--- src/hdl/s_l1_pkg.sv ---
/*
  Constants, codes, register map and state type of the S/T layer-1
  multiframe controller.
  Assumes a 250 MHz system clock and a 32-bit AXI4-Lite register bus.
*/
package s_l1_pkg;
  localparam int CLK_HZ = 250_000_000;
  localparam int BIT_RATE_HZ = 192_000;
  // longest whole number of cycles within one line bit
  localparam int BIT_CYCLES = CLK_HZ / BIT_RATE_HZ;
  localparam int FRAME_BITS = 48;
  localparam int SUB_FRAMES = 5;
  localparam int S_SLOTS = 4;
  localparam int DEACT_TMR_MS = 8;
  localparam int DEACT_CYCLES = CLK_HZ / 1000 * DEACT_TMR_MS;
  localparam int LOOP_MUTE_FRAMES = 4;

  // control channel codes, commands and indications
  localparam logic [3:0] CI_INTERIM = 4'h0;
  localparam logic [3:0] CI_DEACT_REQ = CI_INTERIM;
  localparam logic [3:0] CI_CLEAR = 4'h1;
  localparam logic [3:0] CI_SINGLE_PULSE = 4'h2;
  localparam logic [3:0] CI_CONT_PULSE = 4'h3;
  localparam logic [3:0] CI_ACT_REQ = 4'h8;
  localparam logic [3:0] CI_LOOP_REQ = 4'hA;
  localparam logic [3:0] CI_ACT_IND = 4'hC;
  localparam logic [3:0] CI_LOOP_CONF = 4'hE;
  localparam logic [3:0] CI_DEACT_ACK = 4'hF;

  // transmit info selection, also the tx_info_select field
  localparam logic [2:0] TXI_INFO0 = 3'h0;
  localparam logic [2:0] TXI_SINGLE = 3'h1;
  localparam logic [2:0] TXI_INFO2 = 3'h2;
  localparam logic [2:0] TXI_INFO4 = 3'h3;
  localparam logic [2:0] TXI_CONT = 3'h4;

  // received info class from the deframer
  localparam logic [1:0] RXI_INFO0 = 2'h0;
  localparam logic [1:0] RXI_INFO3 = 2'h1;

  localparam int AXI_ADDR_W = 8;
  localparam logic [7:0] OFS_CONFIG = 8'h00;
  localparam logic [7:0] OFS_LINE_CMD = 8'h04;
  localparam logic [7:0] OFS_LINE_STAT = 8'h08;
  localparam logic [7:0] OFS_SQ_RX = 8'h0C;
  localparam logic [7:0] OFS_SQ_TX = 8'h10;
  localparam logic [7:0] OFS_STATE = 8'h14;

  localparam int CFG_SW_BIT = 0;
  localparam int CFG_MF_IRQ_EN_BIT = 1;
  localparam int CFG_QC_IRQ_EN_BIT = 2;
  localparam int CFG_RSC_MASK_BIT = 3;
  localparam int SQTX_MFEN_BIT = 4;
  localparam logic [3:0] CFG_RST = 4'h0;
  localparam logic [2:0] LCMD_RST = 3'h0;
  localparam logic [4:0] SQTX_RST = 5'h00;

  localparam logic [1:0] RESP_OKAY = 2'h0;
  localparam logic [1:0] RESP_SLVERR = 2'h2;

  typedef enum logic [2:0] {
    L1_RESET = 3'b000,
    L1_DEACT = 3'b001,
    L1_PEND = 3'b010,
    L1_ACT = 3'b011,
    L1_TEST = 3'b100
  } l1_state_e;
endpackage

--- src/hdl/s_bus_layer1_multiframe_ctrl.sv ---
/*
  S/T layer-1 control for the network side: multiframe with S/Q
  access, B/D transfer to the serial highway, loopback 2, activation
  state machine or software control, test pulses, indications.
  Assumes a frame-level deframer/framer beside it on clk and an
  AXI4-Lite master; control channel pins are asynchronous.
*/
`timescale 1ns/1ps
`default_nettype none
module s_bus_layer1_multiframe_ctrl #(
  parameter int BIT_CYCLES_P = s_l1_pkg::BIT_CYCLES,
  parameter int DEACT_CYCLES_P = s_l1_pkg::DEACT_CYCLES
) (
  input wire logic clk, // 250 MHz clock
  input wire logic rst, // synchronous reset, high
  input wire logic [s_l1_pkg::AXI_ADDR_W-1:0] awaddr, // write address
  input wire logic awvalid, // write address valid
  output logic awready, // write address ready
  input wire logic [31:0] wdata, // write data
  input wire logic [3:0] wstrb, // write strobes
  input wire logic wvalid, // write data valid
  output logic wready, // write data ready
  output logic [1:0] bresp, // write response
  output logic bvalid, // write response valid
  input wire logic bready, // write response ready
  input wire logic [s_l1_pkg::AXI_ADDR_W-1:0] araddr, // read address
  input wire logic arvalid, // read address valid
  output logic arready, // read address ready
  output logic [31:0] rdata, // read data
  output logic [1:0] rresp, // read response
  output logic rvalid, // read data valid
  input wire logic rready, // read data ready
  input wire logic [3:0] ci_cmd_pin, // control channel command
  input wire logic d_block_pin, // highway blocks D access
  output logic [3:0] ci_ind, // control channel indication
  input wire logic [7:0] hw_b1_in, // highway B1 toward line
  input wire logic [7:0] hw_b2_in, // highway B2 toward line
  input wire logic [1:0] hw_d_in, // highway D toward line
  output logic [7:0] hw_b1_out, // B1 toward highway
  output logic [7:0] hw_b2_out, // B2 toward highway
  output logic [1:0] hw_d_out, // D toward highway
  input wire logic rx_frame_valid, // deframer frame pulse
  input wire logic [1:0] rx_info, // received info class
  input wire logic rx_fa, // received aux framing bit
  input wire logic [7:0] rx_b1, // received B1
  input wire logic [7:0] rx_b2, // received B2
  input wire logic [1:0] rx_d, // received D
  output logic tx_frame_start, // framer frame pulse
  output logic [2:0] tx_info, // transmit info select
  output logic [7:0] tx_b1, // line B1
  output logic [7:0] tx_b2, // line B2
  output logic [1:0] tx_d, // line D
  output logic [1:0] tx_e, // line D echo
  output logic tx_fa, // line aux framing bit
  output logic tx_m, // line multiframe bit
  output logic tx_s, // line S bit
  output logic tx_pulse_p, // test pulse, positive
  output logic tx_pulse_n, // test pulse, negative
  output logic loop2_closed, // loopback 2 active
  output logic multiframe_tick_irq, // once per multiframe
  output logic q_change_irq, // received Q changed
  output logic receive_status_change_irq // line status changed
);
  import s_l1_pkg::*;

  localparam int CW = $clog2(BIT_CYCLES_P);
  localparam int TW = $clog2(DEACT_CYCLES_P + 1);
  localparam logic [CW-1:0] BIT_LAST = CW'(BIT_CYCLES_P - 1);
  localparam logic [5:0] FB_LAST = 6'(FRAME_BITS - 1);
  localparam logic [2:0] SUB_LAST = 3'(SUB_FRAMES - 1);
  localparam logic [1:0] SLOT_LAST = 2'(S_SLOTS - 1);
  localparam logic [TW-1:0] TMR_LAST = TW'(DEACT_CYCLES_P);
  localparam logic [2:0] MUTE_INIT = 3'(LOOP_MUTE_FRAMES);

  typedef struct packed {
    logic [CW-1:0] bit_cyc;
    logic [5:0] bit_idx;
    logic frame_start;
    logic [2:0] sub;
    logic [1:0] slot;
    l1_state_e st;
    logic [TW-1:0] tmr;
    logic [3:0] prev_cmd;
    logic [1:0] warm;
    logic [2:0] mute;
    logic pol_single;
    logic pol_cont;
    logic [3:0] cfg;
    logic [2:0] lcmd;
    logic [4:0] sqtx;
    logic [3:0] s_act;
    logic [3:0] q_sh;
    logic [3:0] q_rx;
    logic [2:0] stat;
    logic mf_irq;
    logic qc_irq;
    logic rsc_irq;
    logic [7:0] rx_b1_l;
    logic [7:0] rx_b2_l;
    logic [1:0] rx_d_l;
    logic [3:0] ci_ind;
    logic [2:0] tx_info;
    logic [7:0] tx_b1;
    logic [7:0] tx_b2;
    logic [1:0] tx_d;
    logic [1:0] tx_e;
    logic tx_fa;
    logic tx_m;
    logic tx_s;
    logic pp;
    logic pn;
    logic [7:0] hw_b1;
    logic [7:0] hw_b2;
    logic [1:0] hw_d;
    logic loop;
    logic aw_h;
    logic [AXI_ADDR_W-1:0] awa;
    logic w_h;
    logic [7:0] wd;
    logic ws;
    logic bv;
    logic [1:0] br;
    logic rv;
    logic [7:0] rd;
    logic [1:0] rr;
  } ctrl_s;

  ctrl_s s_ff;
  ctrl_s nxt_s;
  logic [4:0] sync_q;
  logic [3:0] cmd;
  logic d_blk;

  pin_sync2 #(.W(5)) u_sync (
    .clk(clk),
    .rst(rst),
    .d({d_block_pin, ci_cmd_pin}),
    .q(sync_q)
  );
  assign cmd = sync_q[3:0];
  assign d_blk = sync_q[4];

  always_comb begin
    logic bit_end;
    logic ft;
    logic sw;
    logic mf_en;
    logic non_idle;
    logic expired;
    logic xp;
    logic loop;
    logic mute;
    logic test_cmd;
    logic [2:0] txi;
    bit_end = 1'b0;
    ft = 1'b0;
    sw = 1'b0;
    mf_en = 1'b0;
    non_idle = 1'b0;
    expired = 1'b0;
    xp = 1'b0;
    loop = 1'b0;
    mute = 1'b0;
    test_cmd = 1'b0;
    txi = TXI_INFO0;
    nxt_s = s_ff;

    // bit and frame timing; free-running, nothing aligns it
    bit_end = s_ff.bit_cyc == BIT_LAST;
    ft = bit_end && s_ff.bit_idx == FB_LAST;
    nxt_s.bit_cyc = bit_end ? '0 : s_ff.bit_cyc + 1'b1;
    if (bit_end) begin
      nxt_s.bit_idx = (s_ff.bit_idx == FB_LAST) ? 6'h00 :
        s_ff.bit_idx + 6'h01;
    end
    nxt_s.frame_start = ft;

    sw = s_ff.cfg[CFG_SW_BIT];
    mf_en = s_ff.sqtx[SQTX_MFEN_BIT];
    // anything but INFO 0 counts as line activity
    non_idle = rx_info != RXI_INFO0;
    expired = s_ff.tmr == TMR_LAST;
    test_cmd = cmd == CI_SINGLE_PULSE || cmd == CI_CONT_PULSE;
    nxt_s.prev_cmd = cmd;
    // synchroniser still shows its reset value for two cycles
    if (s_ff.warm != 2'h2) begin
      nxt_s.warm = s_ff.warm + 2'h1;
    end

    // activation state machine
    case (s_ff.st)
      L1_RESET: begin
        if (cmd != CI_CLEAR) begin
          nxt_s.st = L1_DEACT;
        end
      end
      L1_DEACT: begin
        // loop request starts activation as well
        if (cmd == CI_ACT_REQ || cmd == CI_LOOP_REQ) begin
          nxt_s.st = L1_PEND;
        end
      end
      L1_PEND: begin
        if (cmd == CI_DEACT_REQ) begin
          nxt_s.st = L1_DEACT;
        end else if ((cmd == CI_ACT_IND || cmd == CI_LOOP_CONF) &&
            rx_info == RXI_INFO3) begin
          nxt_s.st = L1_ACT;
        end
      end
      L1_ACT: begin
        if (cmd == CI_DEACT_REQ) begin
          nxt_s.st = L1_DEACT;
        end
      end
      L1_TEST: begin
        if (!test_cmd) begin
          nxt_s.st = L1_DEACT;
        end
      end
      default: begin
        nxt_s.st = L1_RESET;
      end
    endcase
    if (test_cmd && s_ff.st != L1_TEST) begin
      nxt_s.st = L1_TEST;
    end
    // clear command holds the machine in reset
    // software mode parks the internal machine
    // no false command from the flushing synchroniser
    if (cmd == CI_CLEAR || sw || s_ff.warm != 2'h2) begin
      nxt_s.st = L1_RESET;
    end

    // activity timer, restarts whenever the line idles
    if (s_ff.st == L1_DEACT && non_idle) begin
      nxt_s.tmr = expired ? s_ff.tmr : s_ff.tmr + 1'b1;
    end else begin
      nxt_s.tmr = '0;
    end

    // indication toward the highway
    case (s_ff.st)
      // interim while timing activity, else ack
      L1_DEACT: begin
        nxt_s.ci_ind = (non_idle && !expired) ? CI_INTERIM :
          CI_DEACT_ACK;
      end
      L1_PEND: begin
        nxt_s.ci_ind = CI_ACT_REQ;
      end
      L1_ACT: begin
        nxt_s.ci_ind = CI_ACT_IND;
      end
      default: begin
        nxt_s.ci_ind = CI_INTERIM;
      end
    endcase

    // transmitter selection
    if (sw) begin
      txi = s_ff.lcmd;
    end else begin
      case (s_ff.st)
        L1_PEND: txi = TXI_INFO2;
        L1_ACT: txi = TXI_INFO4;
        L1_TEST: txi = (cmd == CI_SINGLE_PULSE) ? TXI_SINGLE : TXI_CONT;
        default: txi = TXI_INFO0;
      endcase
    end
    nxt_s.tx_info = txi;

    // loopback 2 under the loop commands
    loop = !sw && ((s_ff.st == L1_PEND && cmd == CI_LOOP_REQ) ||
      (s_ff.st == L1_ACT && cmd == CI_LOOP_CONF));
    nxt_s.loop = loop;
    // four muted frames once confirm is first seen while already active
    if (loop && cmd == CI_LOOP_CONF && s_ff.prev_cmd != CI_LOOP_CONF) begin
      nxt_s.mute = MUTE_INIT;
    end else if (ft && s_ff.mute != 3'h0) begin
      nxt_s.mute = s_ff.mute - 3'h1;
    end
    mute = s_ff.mute != 3'h0;
    xp = sw ? (s_ff.lcmd == TXI_INFO4) : (s_ff.st == L1_ACT);

    // test pulse patterns, changed at bit edges
    if (bit_end) begin
      nxt_s.pp = 1'b0;
      nxt_s.pn = 1'b0;
      if (s_ff.tx_info == TXI_SINGLE && nxt_s.bit_idx == 6'h00) begin
        nxt_s.pp = s_ff.pol_single;
        nxt_s.pn = !s_ff.pol_single;
      end else if (s_ff.tx_info == TXI_CONT) begin
        nxt_s.pp = s_ff.pol_cont;
        nxt_s.pn = !s_ff.pol_cont;
      end
      nxt_s.pol_cont = !s_ff.pol_cont;
      if (ft) begin
        nxt_s.pol_single = !s_ff.pol_single;
      end
    end

    // received frame capture
    if (rx_frame_valid) begin
      nxt_s.rx_b1_l = rx_b1;
      nxt_s.rx_b2_l = rx_b2;
      nxt_s.rx_d_l = rx_d;
      // Q rides with the frame whose aux bit went out ONE
      if (mf_en && s_ff.tx_fa) begin
        nxt_s.q_sh[s_ff.slot] = rx_fa;
      end
    end

    // register bus, handshakes
    awready = !s_ff.aw_h && !s_ff.bv;
    wready = !s_ff.w_h && !s_ff.bv;
    arready = !s_ff.rv;
    if (awvalid && awready) begin
      nxt_s.aw_h = 1'b1;
      nxt_s.awa = awaddr;
    end
    if (wvalid && wready) begin
      nxt_s.w_h = 1'b1;
      nxt_s.wd = wdata[7:0];
      nxt_s.ws = wstrb[0];
    end
    if (s_ff.bv && bready) begin
      nxt_s.bv = 1'b0;
    end
    if (s_ff.aw_h && s_ff.w_h) begin
      nxt_s.aw_h = 1'b0;
      nxt_s.w_h = 1'b0;
      nxt_s.bv = 1'b1;
      nxt_s.br = RESP_OKAY;
      case (s_ff.awa)
        OFS_CONFIG: if (s_ff.ws) nxt_s.cfg = s_ff.wd[3:0];
        OFS_LINE_CMD: if (s_ff.ws) nxt_s.lcmd = s_ff.wd[2:0];
        OFS_SQ_TX: if (s_ff.ws) nxt_s.sqtx = s_ff.wd[4:0];
        OFS_LINE_STAT, OFS_SQ_RX, OFS_STATE: nxt_s.br = RESP_OKAY;
        default: nxt_s.br = RESP_SLVERR;
      endcase
    end
    if (s_ff.rv && rready) begin
      nxt_s.rv = 1'b0;
    end
    if (arvalid && arready) begin
      nxt_s.rv = 1'b1;
      nxt_s.rr = RESP_OKAY;
      case (araddr)
        OFS_CONFIG: nxt_s.rd = {4'h0, s_ff.cfg};
        OFS_LINE_CMD: nxt_s.rd = {5'h00, s_ff.lcmd};
        OFS_LINE_STAT: begin
          nxt_s.rd = {5'h00, s_ff.stat};
          // reading the status clears its interrupt
          nxt_s.rsc_irq = 1'b0;
        end
        OFS_SQ_RX: begin
          // latched Q bits; reading services both S/Q events
          nxt_s.rd = {4'h0, s_ff.q_rx};
          nxt_s.mf_irq = 1'b0;
          nxt_s.qc_irq = 1'b0;
        end
        OFS_SQ_TX: nxt_s.rd = {3'h0, s_ff.sqtx};
        OFS_STATE: nxt_s.rd = {1'b0, s_ff.st, s_ff.ci_ind};
        default: begin
          nxt_s.rd = 8'h00;
          nxt_s.rr = RESP_SLVERR;
        end
      endcase
    end

    // status follows the line; change flags after clears win
    nxt_s.stat = {non_idle, rx_info};
    if (nxt_s.stat != s_ff.stat && !s_ff.cfg[CFG_RSC_MASK_BIT]) begin
      nxt_s.rsc_irq = 1'b1;
    end

    // frame transmit and highway data
    if (ft) begin
      // one register stage for B1, B2 and D alike
      nxt_s.tx_b1 = (xp || loop) ? hw_b1_in : 8'hFF;
      nxt_s.tx_b2 = (xp || loop) ? hw_b2_in : 8'hFF;
      // a blocked highway gets no D access
      nxt_s.tx_d = ((xp || loop) && !d_blk) ? hw_d_in : 2'h3;
      // echo forced to zero inside the loop
      nxt_s.tx_e = loop ? 2'h0 : s_ff.rx_d_l;
      if (loop) begin
        nxt_s.hw_b1 = mute ? 8'h00 : hw_b1_in;
        nxt_s.hw_b2 = mute ? 8'h00 : hw_b2_in;
        nxt_s.hw_d = mute ? 2'h0 : hw_d_in;
      end else begin
        // ones toward the highway unless transparent
        nxt_s.hw_b1 = xp ? s_ff.rx_b1_l : 8'hFF;
        nxt_s.hw_b2 = xp ? s_ff.rx_b2_l : 8'hFF;
        nxt_s.hw_d = xp ? s_ff.rx_d_l : 2'h3;
      end
      if (mf_en) begin
        // aux bit ONE every fifth frame, M only in the first
        nxt_s.tx_fa = s_ff.sub == 3'h0;
        nxt_s.tx_m = s_ff.sub == 3'h0 && s_ff.slot == 2'h0;
        // S1 slot bit every fifth frame
        nxt_s.tx_s = (s_ff.sub == 3'h0) ? s_ff.s_act[s_ff.slot] : 1'b0;
        nxt_s.sub = (s_ff.sub == SUB_LAST) ? 3'h0 : s_ff.sub + 3'h1;
        if (s_ff.sub == SUB_LAST) begin
          nxt_s.slot = s_ff.slot + 2'h1;
        end
        // multiframe boundary latches S/Q for the host
        if (s_ff.sub == SUB_LAST && s_ff.slot == SLOT_LAST) begin
          nxt_s.q_rx = s_ff.q_sh;
          nxt_s.s_act = s_ff.sqtx[3:0];
          if (s_ff.cfg[CFG_MF_IRQ_EN_BIT]) begin
            nxt_s.mf_irq = 1'b1;
          end
          if (s_ff.cfg[CFG_QC_IRQ_EN_BIT] && s_ff.q_sh != s_ff.q_rx) begin
            nxt_s.qc_irq = 1'b1;
          end
        end
      end else begin
        nxt_s.tx_fa = 1'b0;
        nxt_s.tx_m = 1'b0;
        nxt_s.tx_s = 1'b0;
        nxt_s.sub = 3'h0;
        nxt_s.slot = 2'h0;
        nxt_s.s_act = s_ff.sqtx[3:0];
      end
    end
  end

  always_ff @(posedge clk) begin
    if (rst) begin
      s_ff <= '0;
      s_ff.st <= L1_RESET;
      s_ff.ci_ind <= CI_INTERIM;
      s_ff.tx_info <= TXI_INFO0;
      s_ff.cfg <= CFG_RST;
      s_ff.lcmd <= LCMD_RST;
      s_ff.sqtx <= SQTX_RST;
      s_ff.tx_b1 <= 8'hFF;
      s_ff.tx_b2 <= 8'hFF;
      s_ff.tx_d <= 2'h3;
      s_ff.hw_b1 <= 8'hFF;
      s_ff.hw_b2 <= 8'hFF;
      s_ff.hw_d <= 2'h3;
    end else begin
      s_ff <= nxt_s;
    end
  end

  assign bvalid = s_ff.bv;
  assign bresp = s_ff.br;
  assign rvalid = s_ff.rv;
  assign rresp = s_ff.rr;
  assign rdata = {24'h000000, s_ff.rd};
  assign ci_ind = s_ff.ci_ind;
  assign hw_b1_out = s_ff.hw_b1;
  assign hw_b2_out = s_ff.hw_b2;
  assign hw_d_out = s_ff.hw_d;
  assign tx_frame_start = s_ff.frame_start;
  assign tx_info = s_ff.tx_info;
  assign tx_b1 = s_ff.tx_b1;
  assign tx_b2 = s_ff.tx_b2;
  assign tx_d = s_ff.tx_d;
  assign tx_e = s_ff.tx_e;
  assign tx_fa = s_ff.tx_fa;
  assign tx_m = s_ff.tx_m;
  assign tx_s = s_ff.tx_s;
  assign tx_pulse_p = s_ff.pp;
  assign tx_pulse_n = s_ff.pn;
  assign loop2_closed = s_ff.loop;
  assign multiframe_tick_irq = s_ff.mf_irq;
  assign q_change_irq = s_ff.qc_irq;
  assign receive_status_change_irq = s_ff.rsc_irq;
endmodule
`default_nettype wire

--- src/hdl/pin_sync2.sv ---
/*
  Two-stage synchroniser for a group of level inputs.
  Assumes the inputs are quasi-static levels from pins.
*/
`timescale 1ns/1ps
`default_nettype none
module pin_sync2 #(
  parameter int W = 1
) (
  input wire logic clk, // system clock
  input wire logic rst, // synchronous reset, high
  input wire logic [W-1:0] d, // asynchronous levels
  output logic [W-1:0] q // synchronised levels
);
  typedef struct packed {
    logic [W-1:0] meta;
    logic [W-1:0] q;
  } sync_s;

  sync_s s_ff;
  sync_s nxt_s;

  // only the second stage is visible outside
  always_comb begin
    nxt_s = s_ff;
    nxt_s.meta = d;
    nxt_s.q = s_ff.meta;
  end

  always_ff @(posedge clk) begin
    if (rst) begin
      s_ff <= '0;
    end else begin
      s_ff <= nxt_s;
    end
  end

  assign q = s_ff.q;
endmodule
`default_nettype wire

--- config.mk ---
export PLATFORM = sky130hd
export DESIGN_NAME = s_bus_layer1_multiframe_ctrl
export DESIGN_NICKNAME = d
export VERILOG_FILES = /design/src/hdl/s_l1_pkg.sv /design/src/hdl/s_bus_layer1_multiframe_ctrl.sv /design/src/hdl/pin_sync2.sv
export SDC_FILE = /design/constraint.sdc
export NUM_CORES = 1
export LEC_CHECK = 0
export BUFFER_PORTS_ARGS = -buffer_cell sky130_fd_sc_hd__buf_4
export CORE_MARGIN = 5
export CORE_UTILIZATION = 54
export CTS_BUF_LIST = sky130_fd_sc_hd__clkbuf_8 sky130_fd_sc_hd__clkbuf_16
export DETAILED_ROUTE_END_ITERATION = 12
export GPL_TIMING_DRIVEN = 0
export HOLD_SLACK_MARGIN = 0.12
export PLACE_DENSITY_LB_ADDON = 0.25
export SYNTH_ARGS = -nofsm -noshare
export SYNTH_HDL_FRONTEND = slang
export SYNTH_SLANG_ARGS = --single-unit
--- constraint.sdc ---
create_clock -name clk -period 2.55 [get_ports clk]
set_input_delay 0.51 -clock clk [delete_from_list [all_inputs] [get_ports clk]]
set_output_delay 0.51 -clock clk [all_outputs]
set_load 0.005 [all_outputs]
* Yosys cells after proc, flatten, opt, wreduce, memory -nomap -nowiden
Cells that the tools add are included.
W data, S select, Z words.
** Cells by class
- Add/sub/neg operators :: 7
- $mul :: 0
- Divide/modulo/power cells :: 0
- Order comparisons :: 2
- Eq/ne operators :: 48
- Shifts and indexed selects :: 0
- Muxes and demuxes :: 59
- Bitwise gates (word level) :: 1
- Reductions and logical operators :: 77
** Operators with widths (number)
- $mux W8 :: 6
- $mux W3 :: 15
- $pmux W7 S6 :: 1
- $eq A8 B4 Y1 const B :: 4
- $eq A8 B5 Y1 const B :: 4
- $logic_and A1 B1 Y1 :: 27
- $mux W2 :: 13
- $add A21 B1 Y21 const B :: 1
- $eq A21 B21 Y1 const B :: 1
- $mux W18 :: 1
- $ne A3 B3 Y1 const B :: 6
- $eq A4 B4 Y1 const B :: 4
- $eq A8 B3 Y1 const B :: 2
- $logic_not A8 Y1 :: 2
- $pmux W3 S5 :: 1
- $mux W4 :: 3
- $mux W6 :: 2
- $pmux W4 S3 :: 1
- $reduce_and A3 Y1 :: 4
- $reduce_bool A2 Y1 :: 6
- $reduce_or A6 Y1 :: 2
- $add A11 B1 Y11 const B :: 1
- $eq A11 B11 Y1 const B :: 1
- $mux W11 :: 1
- 38 further kinds :: 85
** Storage, ports and cells
- Register bits after elaboration :: 197
- Latch bits :: 0
- Bits in writable memories :: 0
- Bits in read-only memories :: 0
- Output and inout port bits :: 96
- Logic and storage cells :: 248
- Memories kept :: 0

* Longest topological paths before layout
- Word-level depth :: 7
- Mapped depth :: 9
- Depth with buffers taken out :: 7

* Cells and area by module
Synthesis repeated with hierarchy kept, for this count alone.
** Second synthesis, totals
- Cell total of the unflattened synthesis :: 1007
- Area total of the unflattened synthesis :: 8803.4 sq um
** Modules (own cells, without submodules)
- s_bus_layer1_multiframe_ctrl :: times used 1, cells an instance 987, area an instance 8540.7 sq um, sequential area each 3663.5 sq um
- pin_sync2 :: times used 1, cells an instance 20, area an instance 262.8 sq um, sequential area each 200.2 sq um

* Worst setup path after synthesis
Ideal clock, no wire load.
- Path kind :: input port to flip-flop
- Start :: in rst
- End :: reg s_ff (netlist bit tx_pulse_n)
- Setup time :: 0.101 ns
- Data arrival time :: 1.923 ns
- Required time :: 2.449 ns
- Slack :: 0.526 ns
- Cell stages on the path :: 5
- Path buffers :: 0
- Cells stage by stage :: nor4b_1 -> o221ai_1 -> mux2_2 -> or3_1 -> o41ai_1
** RTL lines
- from (decl) :: RTL line s_bus_layer1_multiframe_ctrl.sv:15 : input wire logic rst,
- to (signal assigned) :: RTL line s_bus_layer1_multiframe_ctrl.sv:445 : s_ff <= nxt_s;
- to (decl) :: RTL line s_bus_layer1_multiframe_ctrl.sv:128 : ctrl_s s_ff;

* Worst setup path after layout
- Start :: reg s_ff[166] (netlist bit)
- End :: reg tx_b2[6] (netlist name)
** Between the ends
- Longest elaborated chain between the ends :: 6
** RTL lines
- $eq A3 B2 Y1, on equally long branches :: RTL line s_bus_layer1_multiframe_ctrl.sv:274, s_bus_layer1_multiframe_ctrl.sv:275, s_bus_layer1_multiframe_ctrl.sv:284
- $logic_and A1 B1 Y1, on equally long branches :: RTL line s_bus_layer1_multiframe_ctrl.sv:274, s_bus_layer1_multiframe_ctrl.sv:275
- $logic_or A1 B1 Y1 :: RTL line s_bus_layer1_multiframe_ctrl.sv:274 : loop = !sw && ((s_ff.st == L1_PEND && cmd == CI_LOOP_REQ) ||
- $logic_and A1 B1 Y1 :: RTL line s_bus_layer1_multiframe_ctrl.sv:274
- $logic_or A1 B1 Y1 * :: RTL line s_bus_layer1_multiframe_ctrl.sv:382 : nxt_s.tx_b2 = (xp || loop) ? hw_b2_in : 8'hFF;
- $mux W8 * :: RTL line s_bus_layer1_multiframe_ctrl.sv:382
Every way passes the cells marked *; elsewhere a longest branch is shown, timed or not.
A chain may end at the register's enable or synchronous reset.

==> impl_metrics.tcl <==
set metrics [dict create \
    tightest_slew_ps 975 \
    syn_inst 1016 \
    die_w_um 138 \
    synth_common_cells "193 x dfxtp_1, 118 x nor2_1, 87 x nand2_1" \
    power.total_w 0.00618 \
    pin_count 200 \
    cts_hold_buf 0 \
    max-clock-path-buffers 2 \
    grt_max_degree 17 \
    wirelength_mm 21.6 \
    status "completed" \
    hold_path.class "primary input to flip-flop" \
    clock_latency_ps 430 \
    dp_hpwl_mm 16.0 \
    p_leak_nw 4.45 \
    dp_worst_setup_slack_ps 65.9 \
    path_clk_slew_ps 70 \
    synth-main-ff-cell "dfxtp_1" \
    cellPowerDensity_nw_per_um2 568 \
    cts_setup_buffers 0 \
    n_antenna_cell 0 \
    max_freq_mhz 425 \
    yosys.cell_count.top_type "dfxtp_1" \
    synth_cell_types 68 \
    path_class "flip-flop to flip-flop" \
    gr-usage-all-layers_pct 21.8 \
    ys_top_cells_by_area "dfxtp_1 43%, buf_4 6.8%, mux2i_1 6.2%" \
    gp_congestion 0.858 \
    coreArea_um2 16300 \
    synth_seq_cells 193 \
    post_drt_via_cell_ratio 5.24 \
    firstDrtPassIters 5 \
    max_stage_delay_ps 480 \
    hold_depth 2 \
    rows 47 \
    cts_buffers 17 \
    peakVddDrop_v 0.000495 \
    synth_top_cell_by_area "dfxtp_1" \
    yosysTopAreaCellShare_pct 43.5 \
    synth_area_per_cell_um2 8.75 \
    post_cts_resized 0 \
    netlist_area_um2 8890 \
    cts_tree "yes" \
    maxSlewViolCount 0 \
    clock-root-buffer "clkbuf_16" \
    antenna_found_initial 0 \
    end_kind "flip-flop" \
    period_share_pct 92.4 \
    cap_viol_max_count 0 \
    ys_seq_area_share_pct 43.5 \
    path_max_fanout 10 \
    area_growth_pct 22.5 \
    route.detailed.drc 0 \
    crit_required_ps 2870 \
    report.final.hold_viol_count 0 \
    cts_htree_levels 4 \
    rsz0062_at_grt "false" \
    start_kind "flip-flop" \
    path_cells "clkbuf_1 -> nand4bb_1 -> or3_1 -> a211o_1 -> buf_2 -> o22ai_1 -> nand2b_1" \
    wl_per_cell_um 15.1 \
    slowest_stage "or3_1" \
    ant_nets 0 \
    period_minus_slack_ps 2360 \
    fin_ws_ps 195 \
    setup_tns_ps 0 \
    worst-endpoint-arrival_ps 2670 \
    via_count 7513 \
    setup_violations 0 \
    synth-edff-count 0 \
    ys_warn_count 0 \
    die_h_um 138 \
    start_util_pct 54.4 \
    fin_util_pct 66.6 \
    die_area_um2 19100 \
    grt_pass1_wl_mm 34.6 \
    whs_ps 289 \
    port-buffer-count 140 \
    fin_skew_ps 9.76 \
    grt-ovfl-total 0 \
    nets 1318 \
    drtIter0Drc 419 \
    drive_above_1_share_pct 22.3 \
    slew_headroom_pct 34.5 \
    postSynth.asyncResetShare_pct 0 \
    worst_r2r_path_depth 7 \
    cts_sinks 193 \
    grt_pass1_vias 7104 \
]
-- power by group --
part	switching (W)	internal, W	total (W)
clock network	0.00114	0.00139	0.00253
registers	0.0000603	0.00309	0.00315
logic	0.000255	0.000243	0.000498
-- layout make-up --
type	count	area (µm²)
fill	1465	5460
tap	220	275
sequential	193	3860
timing repair buffer	140	1050
buffer	133	811
multi-input combinational	687	4220
clock inverter	13	114
clock buffer	19	453
inverter	28	105
-- kinds of logic (layout without fill, tap and decap cells) --
family,Yosys count,count (layout),synth area share (%)
fa+ha+maj,14,14,1.97
flops,193,193,43.5
compound gates,174,174,12.3
buf+inv,162,333,10.3
mux,60,60,7.08
other cells,1,27,0.0422
simple gates,377,377,21.4
xor+xnor,35,35,3.45
-- registers in the layout (all words and copies together), names as in the netlist, 3 cells and up --
name / cells
hw_b1_out: 8
tx_b2: 8
u_sync.q: 5
rdata: 7
s_ff: 118
u_sync.nxt_s: 5
tx_info: 3
hw_b2_out: 8
ci_ind: 3
tx_b1: 8
-- per-layer routing --
| layer | GRT usage [%] | wire length, µm | part of all wire (%) | vias to the layer above |
|---|---|---|---|---|
| met5 | 0 | 0 | 0 | - |
| met3 | 5.66 | 1370 | 6.3 | 40 |
| li1 | - | - | - | 3759 |
| met1 | 27.3 | 9280 | 43 | 3511 |
| met4 | 7.23 | 479 | 2.2 | 0 |
| met2 | 36.6 | 10500 | 48 | 203 |
-- worst max-delay path: cells and delay by family (launching register included) --
kind	cells	cell delay, ps
and+or+nand+nor	3	900
buffers and inverters	2	470
DFF	1	310
AOI/OAI and AO/OA	2	580
-- through the flow --
stage | std cells | instance area, µm²
5_1_grt | 1433 | 10900
3_5_place_dp | 1402 | 10300
3_3_place_gp | 1402 | 10300
4_1_cts | 1434 | 10900
2_1_floorplan | 1042 | 8980
6_report | 1433 | 10900
-- final timing paths --
check                    endpoint             from  slack [ps]
setup / recovery         tx_b2[6]        s_ff[166]         190
setup reg to reg         tx_b2[6]        s_ff[166]         190
hold reg to reg       u_sync.q[1]  u_sync.nxt_s[1]         440
hold / removal    u_sync.nxt_s[3]    ci_cmd_pin[3]         290
-- placed cells by master, fill, tap and decap left out, drive strengths merged, types with 4 or more instances in the layout --
master / count
a211o: 20
and2: 5
nor2b: 20
nor3b: 7
buf: 229
clkbuf: 63
nand2b: 30
and3: 14
mux2i: 55
nand3b: 4
o21ai: 31
a21oi: 64
xor2: 12
nor3: 10
o22ai: 20
xnor2: 23
or4: 6
dfxtp: 193
inv: 30
ha: 14
nand2: 87
conb: 27
a22oi: 8
nand4: 7
nor4: 12
or3: 8
nor2: 119
nand3: 36
clkinvlp: 7
Power figures use the tool's default switching activity.
